<file path="src/rtl/bsu_pkg.sv">
package bsu_pkg;
    // widths
    localparam int DATA_W = 8;
    localparam int WORD_W = 16;
    localparam int PC_W = 16;
    localparam int GPR_AW = 5;
    localparam int IO_AW = 5;
    localparam int BUS_AW = 3;
    localparam int KOFF_W = 7;
    localparam int GPR_DEPTH = 32;

    // register offsets on the plain bus
    localparam logic [BUS_AW-1:0] ADDR_INSTR = 3'h0;
    localparam logic [BUS_AW-1:0] ADDR_NEXT = 3'h1;
    localparam logic [BUS_AW-1:0] ADDR_PC = 3'h2;
    localparam logic [BUS_AW-1:0] ADDR_STATUS = 3'h3;
    localparam logic [BUS_AW-1:0] ADDR_GPR_ADDR = 3'h4;
    localparam logic [BUS_AW-1:0] ADDR_GPR_DATA = 3'h5;
    localparam logic [BUS_AW-1:0] ADDR_STATE = 3'h6;

    // reset values
    localparam logic [PC_W-1:0] PC_RESET = 16'h0000;
    localparam logic [DATA_W-1:0] STATUS_RESET = 8'h00;
    localparam logic [WORD_W-1:0] INSTR_RESET = 16'h0000;

    // status register bit positions
    localparam logic [2:0] FLAG_C = 3'h0;
    localparam logic [2:0] FLAG_Z = 3'h1;
    localparam logic [2:0] FLAG_N = 3'h2;
    localparam logic [2:0] FLAG_V = 3'h3;
    localparam logic [2:0] FLAG_S = 3'h4;
    localparam logic [2:0] FLAG_H = 3'h5;
    localparam logic [2:0] FLAG_T = 3'h6;
    localparam logic [2:0] FLAG_I = 3'h7;

    // state register read layout
    localparam int STATE_BUSY_BIT = 4;
    localparam int STATE_TAKEN_BIT = 5;

    // instruction classes in bits 15..12
    localparam logic [3:0] CLS_CMP_IMM = 4'h1;
    localparam logic [3:0] CLS_CMP_REG = 4'h2;
    localparam logic [3:0] CLS_SKIP = 4'h3;
    localparam logic [3:0] CLS_BR_SET = 4'h4;
    localparam logic [3:0] CLS_BR_CLR = 4'h5;
    localparam logic [3:0] CLS_IO_BIT = 4'h6;
    localparam logic [3:0] CLS_SHIFT = 4'h7;
    localparam logic [3:0] CLS_FLAG = 4'h8;
    localparam logic [3:0] CLS_TBIT = 4'h9;
    localparam logic [3:0] CLS_LONG = 4'hF;

    // variant field in bits 11..10
    localparam logic [1:0] SKV_REG_CLR = 2'h0;
    localparam logic [1:0] SKV_REG_SET = 2'h1;
    localparam logic [1:0] SKV_IO_CLR = 2'h2;
    localparam logic [1:0] SKV_IO_SET = 2'h3;

    // shift kinds in bits 2..0
    localparam logic [2:0] SH_LSL = 3'h0;
    localparam logic [2:0] SH_LSR = 3'h1;
    localparam logic [2:0] SH_ROL = 3'h2;
    localparam logic [2:0] SH_ROR = 3'h3;
    localparam logic [2:0] SH_ASR = 3'h4;
    localparam logic [2:0] SH_SWAP = 3'h5;

    localparam logic [GPR_AW-1:0] CPI_REG_BASE = 5'h10;

    // cycle counts and program counter steps
    localparam logic [1:0] CYC_ONE = 2'h1;
    localparam logic [1:0] CYC_TWO = 2'h2;
    localparam logic [1:0] CYC_THREE = 2'h3;
    localparam logic [PC_W-1:0] PC_STEP = 16'h0001;
    localparam logic [PC_W-1:0] PC_SKIP_SHORT = 16'h0002;
    localparam logic [PC_W-1:0] PC_SKIP_LONG = 16'h0003;

    typedef enum logic [2:0] {
        ST_IDLE = 3'b001,
        ST_READ = 3'b010,
        ST_EXEC = 3'b100
    } bsu_state_e;

    // instruction field extraction
    function automatic logic [3:0] f_cls(input logic [WORD_W-1:0] w);
        return w[15:12];
    endfunction

    function automatic logic [1:0] f_var(input logic [WORD_W-1:0] w);
        return w[11:10];
    endfunction

    function automatic logic [GPR_AW-1:0] f_dst(input logic [WORD_W-1:0] w);
        return (w[15:12] == CLS_CMP_IMM) ? (CPI_REG_BASE | {1'b0, w[11:8]}) : w[9:5];
    endfunction

    function automatic logic [GPR_AW-1:0] f_src(input logic [WORD_W-1:0] w);
        return w[4:0];
    endfunction

    function automatic logic [2:0] f_bit(input logic [WORD_W-1:0] w);
        return w[2:0];
    endfunction

    function automatic logic [DATA_W-1:0] f_imm(input logic [WORD_W-1:0] w);
        return w[7:0];
    endfunction

    function automatic logic [KOFF_W-1:0] f_koff(input logic [WORD_W-1:0] w);
        return w[9:3];
    endfunction
endpackage

</file>
<file path="src/rtl/bsu_gpr_if.sv">
interface bsu_gpr_if;
    import bsu_pkg::*;
    logic [GPR_AW-1:0] raddr_a;
    logic [GPR_AW-1:0] raddr_b;
    logic [DATA_W-1:0] rdata_a;
    logic [DATA_W-1:0] rdata_b;
    logic [GPR_AW-1:0] waddr;
    logic [DATA_W-1:0] wdata;
    logic we;

    modport ctrl (output raddr_a, output raddr_b, output waddr, output wdata, output we,
        input rdata_a, input rdata_b);
    modport mem (input raddr_a, input raddr_b, input waddr, input wdata, input we,
        output rdata_a, output rdata_b);
endinterface

</file>
<file path="src/rtl/bsu_gpr_mem.sv">
module bsu_gpr_mem
    import bsu_pkg::*;
(
    input wire logic clk,
    input wire logic rstn,
    bsu_gpr_if.mem gp
);
    logic [DATA_W-1:0] mem_reg [GPR_DEPTH];

    // write port
    always_ff @(posedge clk)
    begin
        if (gp.we)
        begin
            mem_reg[gp.waddr] <= gp.wdata;
        end
    end

    // two registered read ports
    always_ff @(posedge clk or negedge rstn)
    begin
        if (!rstn)
        begin
            gp.rdata_a <= 8'h00;
            gp.rdata_b <= 8'h00;
        end
        else
        begin
            gp.rdata_a <= mem_reg[gp.raddr_a];
            gp.rdata_b <= mem_reg[gp.raddr_b];
        end
    end
endmodule

</file>
<file path="src/rtl/bsu_unit.sv">
module bsu_unit
    import bsu_pkg::*;
(
    input wire logic clk,
    input wire logic rstn,
    input wire logic [BUS_AW-1:0] bus_addr,
    input wire logic [WORD_W-1:0] bus_wdata,
    input wire logic bus_wr,
    input wire logic bus_rd,
    output logic [WORD_W-1:0] bus_rdata,
    output logic [IO_AW-1:0] io_addr,
    output logic [DATA_W-1:0] io_wdata,
    output logic io_we,
    output logic io_re,
    input wire logic [DATA_W-1:0] io_rdata,
    output logic busy
);
    bsu_gpr_if gp ();

    bsu_state_e state_reg;
    bsu_state_e state_next;
    logic [WORD_W-1:0] instr_reg;
    logic [WORD_W-1:0] next_reg;
    logic [PC_W-1:0] pc_reg;
    logic [DATA_W-1:0] status_register_reg;
    logic [GPR_AW-1:0] gpr_addr_reg;
    logic [1:0] cycles_reg;
    logic taken_reg;
    logic busy_reg;
    logic [WORD_W-1:0] rdata_reg;
    logic io_re_reg;
    logic io_we_reg;
    logic [IO_AW-1:0] io_addr_reg;
    logic [DATA_W-1:0] io_wdata_reg;

    // results of the execute step
    logic [DATA_W-1:0] res;
    logic res_we;
    logic [DATA_W-1:0] status_register_new;
    logic [PC_W-1:0] pc_new;
    logic [1:0] cyc;
    logic taken;
    logic io_wr;
    logic [DATA_W-1:0] io_val;

    logic start;
    logic idle;

    // true when the instruction reads the io space
    function automatic logic f_uses_io(input logic [WORD_W-1:0] w);
        logic [1:0] v;
        logic io_skip;
        v = f_var(w);
        io_skip = (f_cls(w) == CLS_SKIP) && (v[1] == 1'b1);
        return io_skip || (f_cls(w) == CLS_IO_BIT);
    endfunction

    // flags of a subtraction d - k, result dropped
    function automatic logic [DATA_W-1:0] f_cmp_flags(input logic [DATA_W-1:0] s,
        input logic [DATA_W-1:0] d, input logic [DATA_W-1:0] k);
        logic [DATA_W-1:0] r;
        logic [DATA_W-1:0] f;
        r = d - k;
        f = s;
        f[FLAG_H] = (~d[3] & k[3]) | (k[3] & r[3]) | (r[3] & ~d[3]);
        f[FLAG_V] = (d[7] & ~k[7] & ~r[7]) | (~d[7] & k[7] & r[7]);
        f[FLAG_N] = r[7];
        f[FLAG_Z] = (r == 8'h00);
        f[FLAG_C] = (~d[7] & k[7]) | (k[7] & r[7]) | (r[7] & ~d[7]);
        f[FLAG_S] = f[FLAG_N] ^ f[FLAG_V];
        return f;
    endfunction

    // flags of a shift or rotate
    function automatic logic [DATA_W-1:0] f_shift_flags(input logic [DATA_W-1:0] s,
        input logic [DATA_W-1:0] r, input logic c);
        logic [DATA_W-1:0] f;
        f = s;
        f[FLAG_C] = c;
        f[FLAG_Z] = (r == 8'h00);
        f[FLAG_N] = r[7];
        f[FLAG_V] = r[7] ^ c;
        f[FLAG_S] = f[FLAG_N] ^ f[FLAG_V];
        return f;
    endfunction

    assign idle = (state_reg == ST_IDLE);
    assign start = idle && bus_wr && (bus_addr == ADDR_INSTR);

    // register file ports: port a and write port give the bus view while idle, operands while running; port b always the source
    assign gp.raddr_a = idle ? gpr_addr_reg : f_dst(instr_reg);
    assign gp.raddr_b = f_src(instr_reg);
    assign gp.waddr = idle ? gpr_addr_reg : f_dst(instr_reg);
    assign gp.wdata = idle ? bus_wdata[DATA_W-1:0] : res;
    assign gp.we = idle ? (bus_wr && (bus_addr == ADDR_GPR_DATA)) : ((state_reg == ST_EXEC) && res_we);

    bsu_gpr_mem u_gpr (
        .clk(clk),
        .rstn(rstn),
        .gp(gp)
    );

    // sequencer
    always_comb
    begin
        case (state_reg)
            ST_IDLE: state_next = start ? ST_READ : ST_IDLE;
            ST_READ: state_next = ST_EXEC;
            ST_EXEC: state_next = ST_IDLE;
            default: state_next = ST_IDLE;
        endcase
    end

    always_ff @(posedge clk or negedge rstn)
    begin
        if (!rstn)
        begin
            state_reg <= ST_IDLE;
            busy_reg <= 1'b0;
        end
        else
        begin
            state_reg <= state_next;
            busy_reg <= (state_next != ST_IDLE);
        end
    end

    // execute step
    always_comb
    begin
        logic [DATA_W-1:0] a;
        logic [DATA_W-1:0] tb;
        logic [PC_W-1:0] koff;
        logic bitv;
        logic [1:0] vr;
        logic [KOFF_W-1:0] kf;
        vr = f_var(instr_reg);
        kf = f_koff(instr_reg);
        a = gp.rdata_a;
        tb = 8'h00;
        koff = {{(PC_W-KOFF_W){kf[KOFF_W-1]}}, kf};
        bitv = 1'b0;
        res = a;
        res_we = 1'b0;
        status_register_new = status_register_reg;
        pc_new = pc_reg + PC_STEP;
        cyc = CYC_ONE;
        taken = 1'b0;
        io_wr = 1'b0;
        io_val = io_rdata;
        case (f_cls(instr_reg))
            CLS_CMP_IMM:
            begin
                status_register_new = f_cmp_flags(status_register_reg, a, f_imm(instr_reg));
            end
            CLS_CMP_REG:
            begin
                status_register_new = f_cmp_flags(status_register_reg, a, gp.rdata_b);
            end
            CLS_SKIP:
            begin
                // register variants test the operand, io variants the io byte
                bitv = (vr[1] ? io_rdata[f_bit(instr_reg)] : a[f_bit(instr_reg)]);
                taken = (bitv == vr[0]);
                if (taken)
                begin
                    if (f_cls(next_reg) == CLS_LONG)
                    begin
                        pc_new = pc_reg + PC_SKIP_LONG;
                        cyc = CYC_THREE;
                    end
                    else
                    begin
                        pc_new = pc_reg + PC_SKIP_SHORT;
                        cyc = CYC_TWO;
                    end
                end
            end
            CLS_BR_SET, CLS_BR_CLR:
            begin
                // named branches are this test with a fixed flag index
                bitv = status_register_reg[f_bit(instr_reg)];
                taken = (f_cls(instr_reg) == CLS_BR_SET) ? bitv : ~bitv;
                if (taken)
                begin
                    pc_new = pc_reg + koff + PC_STEP;
                    cyc = CYC_TWO;
                end
            end
            CLS_IO_BIT:
            begin
                io_wr = 1'b1;
                io_val[f_bit(instr_reg)] = vr[0];
                cyc = CYC_TWO;
            end
            CLS_SHIFT:
            begin
                res_we = 1'b1;
                case (f_bit(instr_reg))
                    SH_LSL:
                    begin
                        res = {a[6:0], 1'b0};
                        status_register_new = f_shift_flags(status_register_reg, res, a[7]);
                    end
                    SH_LSR:
                    begin
                        res = {1'b0, a[7:1]};
                        status_register_new = f_shift_flags(status_register_reg, res, a[0]);
                    end
                    SH_ROL:
                    begin
                        res = {a[6:0], status_register_reg[FLAG_C]};
                        status_register_new = f_shift_flags(status_register_reg, res, a[7]);
                    end
                    SH_ROR:
                    begin
                        res = {status_register_reg[FLAG_C], a[7:1]};
                        status_register_new = f_shift_flags(status_register_reg, res, a[0]);
                    end
                    SH_ASR:
                    begin
                        res = {a[7], a[7:1]};
                        status_register_new = f_shift_flags(status_register_reg, res, a[0]);
                    end
                    SH_SWAP:
                    begin
                        res = {a[3:0], a[7:4]};
                    end
                    default:
                    begin
                        res_we = 1'b0;
                    end
                endcase
            end
            CLS_FLAG:
            begin
                status_register_new[f_bit(instr_reg)] = vr[0];
            end
            CLS_TBIT:
            begin
                if (vr[0])
                begin
                    tb = a;
                    tb[f_bit(instr_reg)] = status_register_reg[FLAG_T];
                    res = tb;
                    res_we = 1'b1;
                end
                else
                begin
                    status_register_new[FLAG_T] = a[f_bit(instr_reg)];
                end
            end
            default:
            begin
                res_we = 1'b0;
            end
        endcase
    end

    // instruction words
    always_ff @(posedge clk or negedge rstn)
    begin
        if (!rstn)
        begin
            instr_reg <= INSTR_RESET;
            next_reg <= INSTR_RESET;
        end
        else if (idle && bus_wr)
        begin
            if (bus_addr == ADDR_INSTR)
            begin
                instr_reg <= bus_wdata;
            end
            if (bus_addr == ADDR_NEXT)
            begin
                next_reg <= bus_wdata;
            end
        end
    end

    // program counter
    always_ff @(posedge clk or negedge rstn)
    begin
        if (!rstn)
        begin
            pc_reg <= PC_RESET;
        end
        else if (state_reg == ST_EXEC)
        begin
            pc_reg <= pc_new;
        end
        else if (idle && bus_wr && (bus_addr == ADDR_PC))
        begin
            pc_reg <= bus_wdata;
        end
    end

    // status register
    always_ff @(posedge clk or negedge rstn)
    begin
        if (!rstn)
        begin
            status_register_reg <= STATUS_RESET;
        end
        else if (state_reg == ST_EXEC)
        begin
            status_register_reg <= status_register_new;
        end
        else if (idle && bus_wr && (bus_addr == ADDR_STATUS))
        begin
            status_register_reg <= bus_wdata[DATA_W-1:0];
        end
    end

    // register file index for bus access
    always_ff @(posedge clk or negedge rstn)
    begin
        if (!rstn)
        begin
            gpr_addr_reg <= '0;
        end
        else if (idle && bus_wr && (bus_addr == ADDR_GPR_ADDR))
        begin
            gpr_addr_reg <= bus_wdata[GPR_AW-1:0];
        end
    end

    // cycle count and taken flag of the last instruction
    always_ff @(posedge clk or negedge rstn)
    begin
        if (!rstn)
        begin
            cycles_reg <= 2'h0;
            taken_reg <= 1'b0;
        end
        else if (state_reg == ST_EXEC)
        begin
            cycles_reg <= cyc;
            taken_reg <= taken;
        end
    end

    // io space access: read while fetching operands, write after execute
    always_ff @(posedge clk or negedge rstn)
    begin
        if (!rstn)
        begin
            io_re_reg <= 1'b0;
            io_we_reg <= 1'b0;
            io_addr_reg <= '0;
            io_wdata_reg <= 8'h00;
        end
        else
        begin
            io_re_reg <= start && f_uses_io(bus_wdata);
            io_we_reg <= (state_reg == ST_EXEC) && io_wr;
            if (start)
            begin
                io_addr_reg <= f_dst(bus_wdata);
            end
            if ((state_reg == ST_EXEC) && io_wr)
            begin
                io_wdata_reg <= io_val;
            end
        end
    end

    // bus read data, one cycle after the strobe, zero otherwise
    always_ff @(posedge clk or negedge rstn)
    begin
        if (!rstn)
        begin
            rdata_reg <= '0;
        end
        else if (bus_rd)
        begin
            case (bus_addr)
                ADDR_INSTR: rdata_reg <= instr_reg;
                ADDR_NEXT: rdata_reg <= next_reg;
                ADDR_PC: rdata_reg <= pc_reg;
                ADDR_STATUS: rdata_reg <= {8'h00, status_register_reg};
                ADDR_GPR_ADDR: rdata_reg <= {11'h000, gpr_addr_reg};
                ADDR_GPR_DATA: rdata_reg <= {8'h00, gp.rdata_a};
                ADDR_STATE:
                begin
                    rdata_reg <= '0;
                    rdata_reg[1:0] <= cycles_reg;
                    rdata_reg[STATE_BUSY_BIT] <= busy_reg;
                    rdata_reg[STATE_TAKEN_BIT] <= taken_reg;
                end
                default: rdata_reg <= '0;
            endcase
        end
        else
        begin
            rdata_reg <= '0;
        end
    end

    // outputs straight from flops
    assign bus_rdata = rdata_reg;
    assign io_addr = io_addr_reg;
    assign io_wdata = io_wdata_reg;
    assign io_we = io_we_reg;
    assign io_re = io_re_reg;
    assign busy = busy_reg;
endmodule

</file>
<file path="config.mk">
export PLATFORM = sky130hd
export DESIGN_NAME = bsu_unit
export DESIGN_NICKNAME = d
export VERILOG_FILES = /design/src/rtl/bsu_pkg.sv /design/src/rtl/bsu_gpr_if.sv /design/src/rtl/bsu_gpr_mem.sv /design/src/rtl/bsu_unit.sv
export SDC_FILE = /design/constraint.sdc
export NUM_CORES = 1
export LEC_CHECK = 0
export ABC_AREA = 1
export BUFFER_PORTS_ARGS = -buffer_cell sky130_fd_sc_hd__buf_2
export CAP_MARGIN = 40
export CORE_MARGIN = 3
export CORE_UTILIZATION = 38
export DETAILED_ROUTE_END_ITERATION = 16
export PLACE_DENSITY = 0.52
export REMOVE_ABC_BUFFERS = 1
export SKIP_LAST_GASP = 1
export SLEW_MARGIN = 5
export SYNTH_ARGS = -nofsm -noshare
export SYNTH_HDL_FRONTEND = slang
export SYNTH_SLANG_ARGS = --single-unit
export TNS_END_PERCENT = 20
</file>
<file path="constraint.sdc">
create_clock -name clk -period 10.9 [get_ports clk]
set_clock_uncertainty 0.1 [all_clocks]
set_input_delay 1.635 -clock clk [delete_from_list [all_inputs] [get_ports clk]]
set_output_delay 1.635 -clock clk [all_outputs]
set_load 0.05 [all_outputs]
</file>
## Word level (Yosys, flattened, before mapping)

Memories as Yosys holds them, arrays and structs flattened. A register that Yosys moved wholly into a read port is not among the register bits.
Index checks and enable logic that the tools add are counted.

| operators by class | value |
|---|---|
| add/sub/neg operators | 7 |
| multiply operators | 0 |
| div/mod/pow operators | 0 |
| magnitude comparators | 2 |
| equality and inequality tests | 36 |
| shifts and indexed selects | 0 |
| multiplexer cells | 50 |
| bitwise gates (word level) | 43 |
| reductions and logical operators | 33 |

Operators with widths:

| kind | count |
|---|---|
| $pmux 16 s7 | 1 |
| $mux 16 | 6 |
| $pmux 8 s6 | 1 |
| $logic_not 8->1 | 5 |
| $mux 8 | 5 |
| $add 16x1->16 const B | 2 |
| $add 16x2->16 const B | 2 |
| $pmux 16 s2 | 1 |
| $pmux 5 s5 | 1 |
| $bwmux 8 | 3 |
| $pmux 6 s4 | 1 |
| $eq 4x3->1 const B | 5 |
| $and 1x1->1 | 18 |
| $eq 3x3->1 const B | 6 |
| $add 16x16->16 | 1 |
| $pmux 8 s2 | 1 |
| $sub 8x8->8 | 2 |
| $eq 3x2->1 const B | 5 |
| $mux 5 | 3 |
| $logic_not 7->1 | 2 |
| $mux 1 | 14 |
| $eq 4x2->1 const B | 3 |
| $eq 4x4->1 const B | 3 |
| $logic_and 1x1->1 | 11 |
| 31 further kinds | 69 |

| storage, ports and cells | value |
|---|---|
| bits in registers | 99 |
| latch bits | 0 |
| bits in writable memories | 256 |
| memory bits (read-only) | 0 |
| input bits | 31 |
| output and inout port bits | 32 |
| word-level logic and storage cells | 189 |
| memories kept | 1 |

Memories:

| name | depth | width | read ports | clocked after Yosys merged registers in | wr ports | RTL line | source |
|---|---|---|---|---|---|---|---|
| u_gpr.mem_reg | 32 | 8 | 2 | 2 | 1 | bsu_gpr_mem.sv:8 | `logic [DATA_W-1:0] mem_reg [GPR_DEPTH];` |

## Depth between registers and ports, before layout

| depth | value |
|---|---|
| word-level depth | 8 |
| mapped depth | 18 |
| depth with buffers taken out | 16 |

## Hierarchy

Synthesis repeated with hierarchy kept, for this count alone.

| second synthesis, totals | value |
|---|---|
| cells, all modules | 2855 |
| area, all modules | 22465.3 µm² |

By module, submodules not included:

| module | instances | cells an instance | area an instance (µm²) | sequential area each (µm²) |
|---|---|---|---|---|
| bsu_gpr_mem | 1 | 1539 | 13734.4 | 8087.8 |
| bsu_unit | 1 | 1316 | 8730.9 | 2478.6 |

## Worst setup path after synthesis

No wires, ideal clock.

| path | value |
|---|---|
| path kind | input to register |
| from | input bus_addr[2] |
| to | memory u_gpr.mem_reg[13][0], enable pin |
| setup time | 0.370 ns |
| arrival time | 3.110 ns |
| data required time | 10.430 ns |
| slack | 7.320 ns |
| stages | 7 |
| buffers on the path | 1 |
| cell sequence | clkbuf_1 inv_1 nor3_1 inv_1 o211ai_1 nand2_1 nor2_1 |

| on the way | value |
|---|---|
| word-level cells in the longest chain between the ends | 5 |

Ends and longest elaborated chain:

| what | RTL line | source |
|---|---|---|
| start: declaration | bsu_unit.sv:6 | `input wire logic [BUS_AW-1:0] bus_addr,` |
| $eq 3x3->1 | bsu_unit.sv:95 | `assign gp.we = idle ? (bus_wr && (bus_addr == ADDR_GPR_DATA)) : ((state_reg == ST_EXEC) && res_we);` |
| $logic_and 1x1->1 | bsu_unit.sv:95 |  |
| $mux 1 | bsu_unit.sv:95 |  |
| $mux 1 | bsu_gpr_mem.sv:13 | `if (gp.we)` |
| $mux 1 (not written as such) | bsu_gpr_mem.sv:15 | `mem_reg[gp.waddr] <= gp.wdata;` |
| end: declaration | bsu_gpr_mem.sv:8 |  |

No other way between the ends.

## Worst setup path in the final report

| path | value |
|---|---|
| from | register state_reg[0] |
| to | memory u_gpr.mem_reg[3][5], enable pin |

| on the way | value |
|---|---|
| word-level cells in the longest chain between the ends | 5 |
| elaborated cells between the ends (all ways) | 7 |
| classes of those cells | eq/ne: 2; mux: 4; reduce/logical: 1 |

Ends and longest elaborated chain:

| what | RTL line | source |
|---|---|---|
| start: declaration | bsu_unit.sv:20 | `bsu_state_e state_reg;` |
| start signal: assignment | bsu_unit.sv:123 | `state_reg <= state_next;` |
| $eq 3x3->1 | bsu_unit.sv:95 |  |
| $logic_and 1x1->1 | bsu_unit.sv:95 |  |
| $mux 1 | bsu_unit.sv:95 |  |
| $mux 1 | bsu_gpr_mem.sv:13 |  |
| $mux 1 (not written as such) | bsu_gpr_mem.sv:15 |  |

Parallel ways exist; a longest one is shown, timed or not.

==> results list <==
* Number of filler cells placed in the layout: approximately 5300
* Setup fix buffers added after clock tree synthesis: 0
- Across every metal layer, demand over resource in global routing totals 0.273.
* CTS root buffer: clkbuf_16
- DR WL/cell: about 25 microns
- Actual transition at the worst max-transition pin: around 0.93 ns
- Netlist area before placement: 0.0209 sq mm
* Quantity of I/O buffers inserted on ports: 62
* I/O Pins: 63
* Portion of netlist area occupied by mux cells: 0.00108
- Die Outline Area: 0.0577 sq mm
- Final weighted congestion in routability-driven placement: between 0.9 and 1
- A synthesized cell averages ~8.6 sq um.
* Sum of negative setup slack: 0 ns
- Synthesis produced a netlist whose cell count is 2430.
- Vertical die dimension: between 200 and 250 microns
- The clock passes through at most 3 buffers.
- The number of antenna violations at the first check in global routing was 5.
* Setup violations, final: 0
- Across the VDD grid, the largest voltage drop is between 0.1 and 0.15 mV.
- Leading cell type in the layout, fill and taps excluded: nand2_1
- Clock-pin slew was measured on the worst setup and hold paths at around 0.06 ns.
* Drt pass-1 iters: 5
- Vias per Instance: 5.92
* Post-synth cell types: between 50 and 60
- 1st-iter DRT viols: approximately 2500
- Wire length of the first global-routing pass: 118000 microns
* Residual DRC count: 0
* Number of global-route vias before repair: about 18000
- Counting every sink on the clock net gives about 370.
- Peak fanout along the critical path: 46
* Required time at the worst-slack endpoint: ~11 ns
* Area growth, synth to finish: 12.6%
* Source-to-sink clock delay at the later pin of the worst-skew pair: 0.60 ns
- Via Count: 19000
* Crit end category: flip-flop
* Share of the clock period used by the worst path after layout: 0.417
* Effective utilization at floorplan: 0.386
* Total placed cells including tap cells: 3121
- The H-tree generated during clock tree synthesis spans 2 levels.
* Achievable clock frequency: approximately 0.22 GHz
- Power density cells: between 200 and 250 mW/mm^2
- TritonCTS built the clock tree.
- The number of slew-limit violations in the final report was 0.
* Post-cts repair resize count: 0
- The fraction of the mapped netlist area in compound gates is 0.146.
* Share of cells above drive strength 1: 0.0886
* Post-synth top flop: edfxtp_1
- The tool flagged a number of max-cap violations equal to 0.
- Of the total synthesized cell area, the portion taken by full adders, half adders and majority gates is 0.0323.
- Sequential share of the synthesized area: 0.507
- The finished layout holds ~3200 standard cells, fillers aside.
- For this run the aggregate overflow at the end of global routing stands at 0.
* Largest register FFs: around 260
* Critical path arrival: ~4.6 ns
* Maximum number of pins on one net before global-route repair: roughly 70
- Floorplan Core Area: roughly 0.054 sq mm
* Xor/xnor share of the synthesized area: 0.0151
- Static leakage: approximately 0.0095 uW
- The top cell types in the final layout, fill and taps aside, are nand2_1, edfxtp_1, inv_1.
- After detailed routing, the total wire length is around 80000 microns.
* Width of the die: ~240 microns
* Number of register bits inferred by synthesis: about 370
* FFs w/ async S/R, synth: 0.310
- Of the total synthesized cell area, the portion taken by AND, OR, NAND and NOR gates is 0.236.
- The run finished with clean final reports.
* WS Path Type: flip-flop to flip-flop
* Number of placement rows: 85
- Clock buffer count from CTS: 43
- The count of nets left with antenna violations once routing finished came out at 0.
* Final hold violation count: 0
* Number of enable-type register cells in the synthesized netlist: roughly 260
* Kind of path behind the tightest hold check: flip-flop to flip-flop
- Max transition margin: 0.374
- Yosys Warn Count: 0
- HPWL reported at the end of detailed placement: between 50000 and 60000 microns
* Final Net Count: ~2600
- Type of element launching the critical path: flip-flop
- Post-CTS Hold Buffers: 0
- The clock period could shrink to 4.55 ns.
- Setup repair after global routing left no endpoint under its margin.
- The design draws roughly 5200 uW.
* Dominant combinational cell family by area after synthesis: simple AND/OR/NAND/NOR gates
metrics by stage:
step / instance area [sq um] / utilization / hold slack (ns) / worst slack, ns
after global routing: 23500 / 0.434 / 0.371 / 6.23
after global placement: 21900 / 0.405 / 0.349 / 6.25
after floorplan: 20400 / - / 0.318 / 5.66
final: 23500 / 0.434 / 0.365 / 6.35
after detailed placement: 22000 / 0.407 / 0.342 / 6.25
after CTS: 23500 / 0.434 / 0.350 / 6.47
worst max-delay path: stages (launching register included):
cell and delay, ns:
dfstp_2 0.57, nand3_2 0.48, o21ai_2 0.31, buf_4 0.28
inv_4 0.16, nor2_8 0.69, nand2_1 0.71, nor2_1 0.78
cell families after synthesis:
| kind of cell | Yosys count |
|---|---|
| flops | 371 |
| simple gates | 1161 |
| xor+xnor | 36 |
| mux | 2 |
| fa+ha+maj | 49 |
| compound gates | 484 |
| buf+inv | 327 |
layout make-up:
type | count | area [sq um] | share of cell area
timing repair buffer | 98 | 659 | 0.0281
sequential | 371 | 10600 | 0.450
clock inverter | 22 | 332 | 0.0141
tap | 696 | 871 | 0.0371
clock buffer | 58 | 1150 | 0.0491
inverter | 224 | 843 | 0.0359
antenna | 2 | 5.00 | 0.000213
multi-input combinational | 1732 | 9040 | 0.385
worst paths after layout:
path | slack [ns] | cells after the start | start | endpoint
min in group asynchronous | 1.00 | 1 | rstn | io_wdata[3]
max | 6.35 | 7 | state_reg[0] | u_gpr.mem_reg[3][5]
max in group asynchronous | 8.37 | 2 | rstn | pc_reg[9]
min | 0.37 | 2 | io_wdata[3] | io_wdata[3]
max reg2reg | 6.35 | 7 | state_reg[0] | u_gpr.mem_reg[3][5]
min reg2reg | 0.37 | 2 | io_wdata[3] | io_wdata[3]
synth_stat cells, types with 16 or more instances:
cell type  count  share of area
a21oi_1       98          0.024
a22oi_1      108          0.039
a31oi_1       23         0.0069
buf_2         36         0.0086
clkbuf_1      44         0.0079
dfrtp_1      114           0.14
edfxtp_1     256           0.37
ha_1          41          0.025
inv_1        209          0.038
nand2_1      737           0.13
nand3_1      146          0.035
nand4_1       61          0.018
nor2_1       164          0.030
nor3_1        16         0.0038
o211ai_1      25         0.0090
o21ai_0      129          0.031
o22ai_1       28         0.0084
xor2_1        32          0.013
per-layer routing:
metal | vias up | global-route usage | part of all wire
met2 | 1066 | 0.429 | 0.45
met4 | 6 | 0.114 | 0.043
met1 | 9190 | 0.375 | 0.42
met3 | 202 | 0.0466 | 0.085
li1 | 8503 | - | -
met5 | - | 0 | 0.00053
where the power goes:
| part | switching, uW | internal (uW) | leakage [uW] |
|---|---|---|---|
| combinational | 1350 | 554 | 0.00516 |
| clock | 632 | 899 | 0.000703 |
| sequential | 156 | 1620 | 0.00368 |
(Power assumes the default switching activity.)
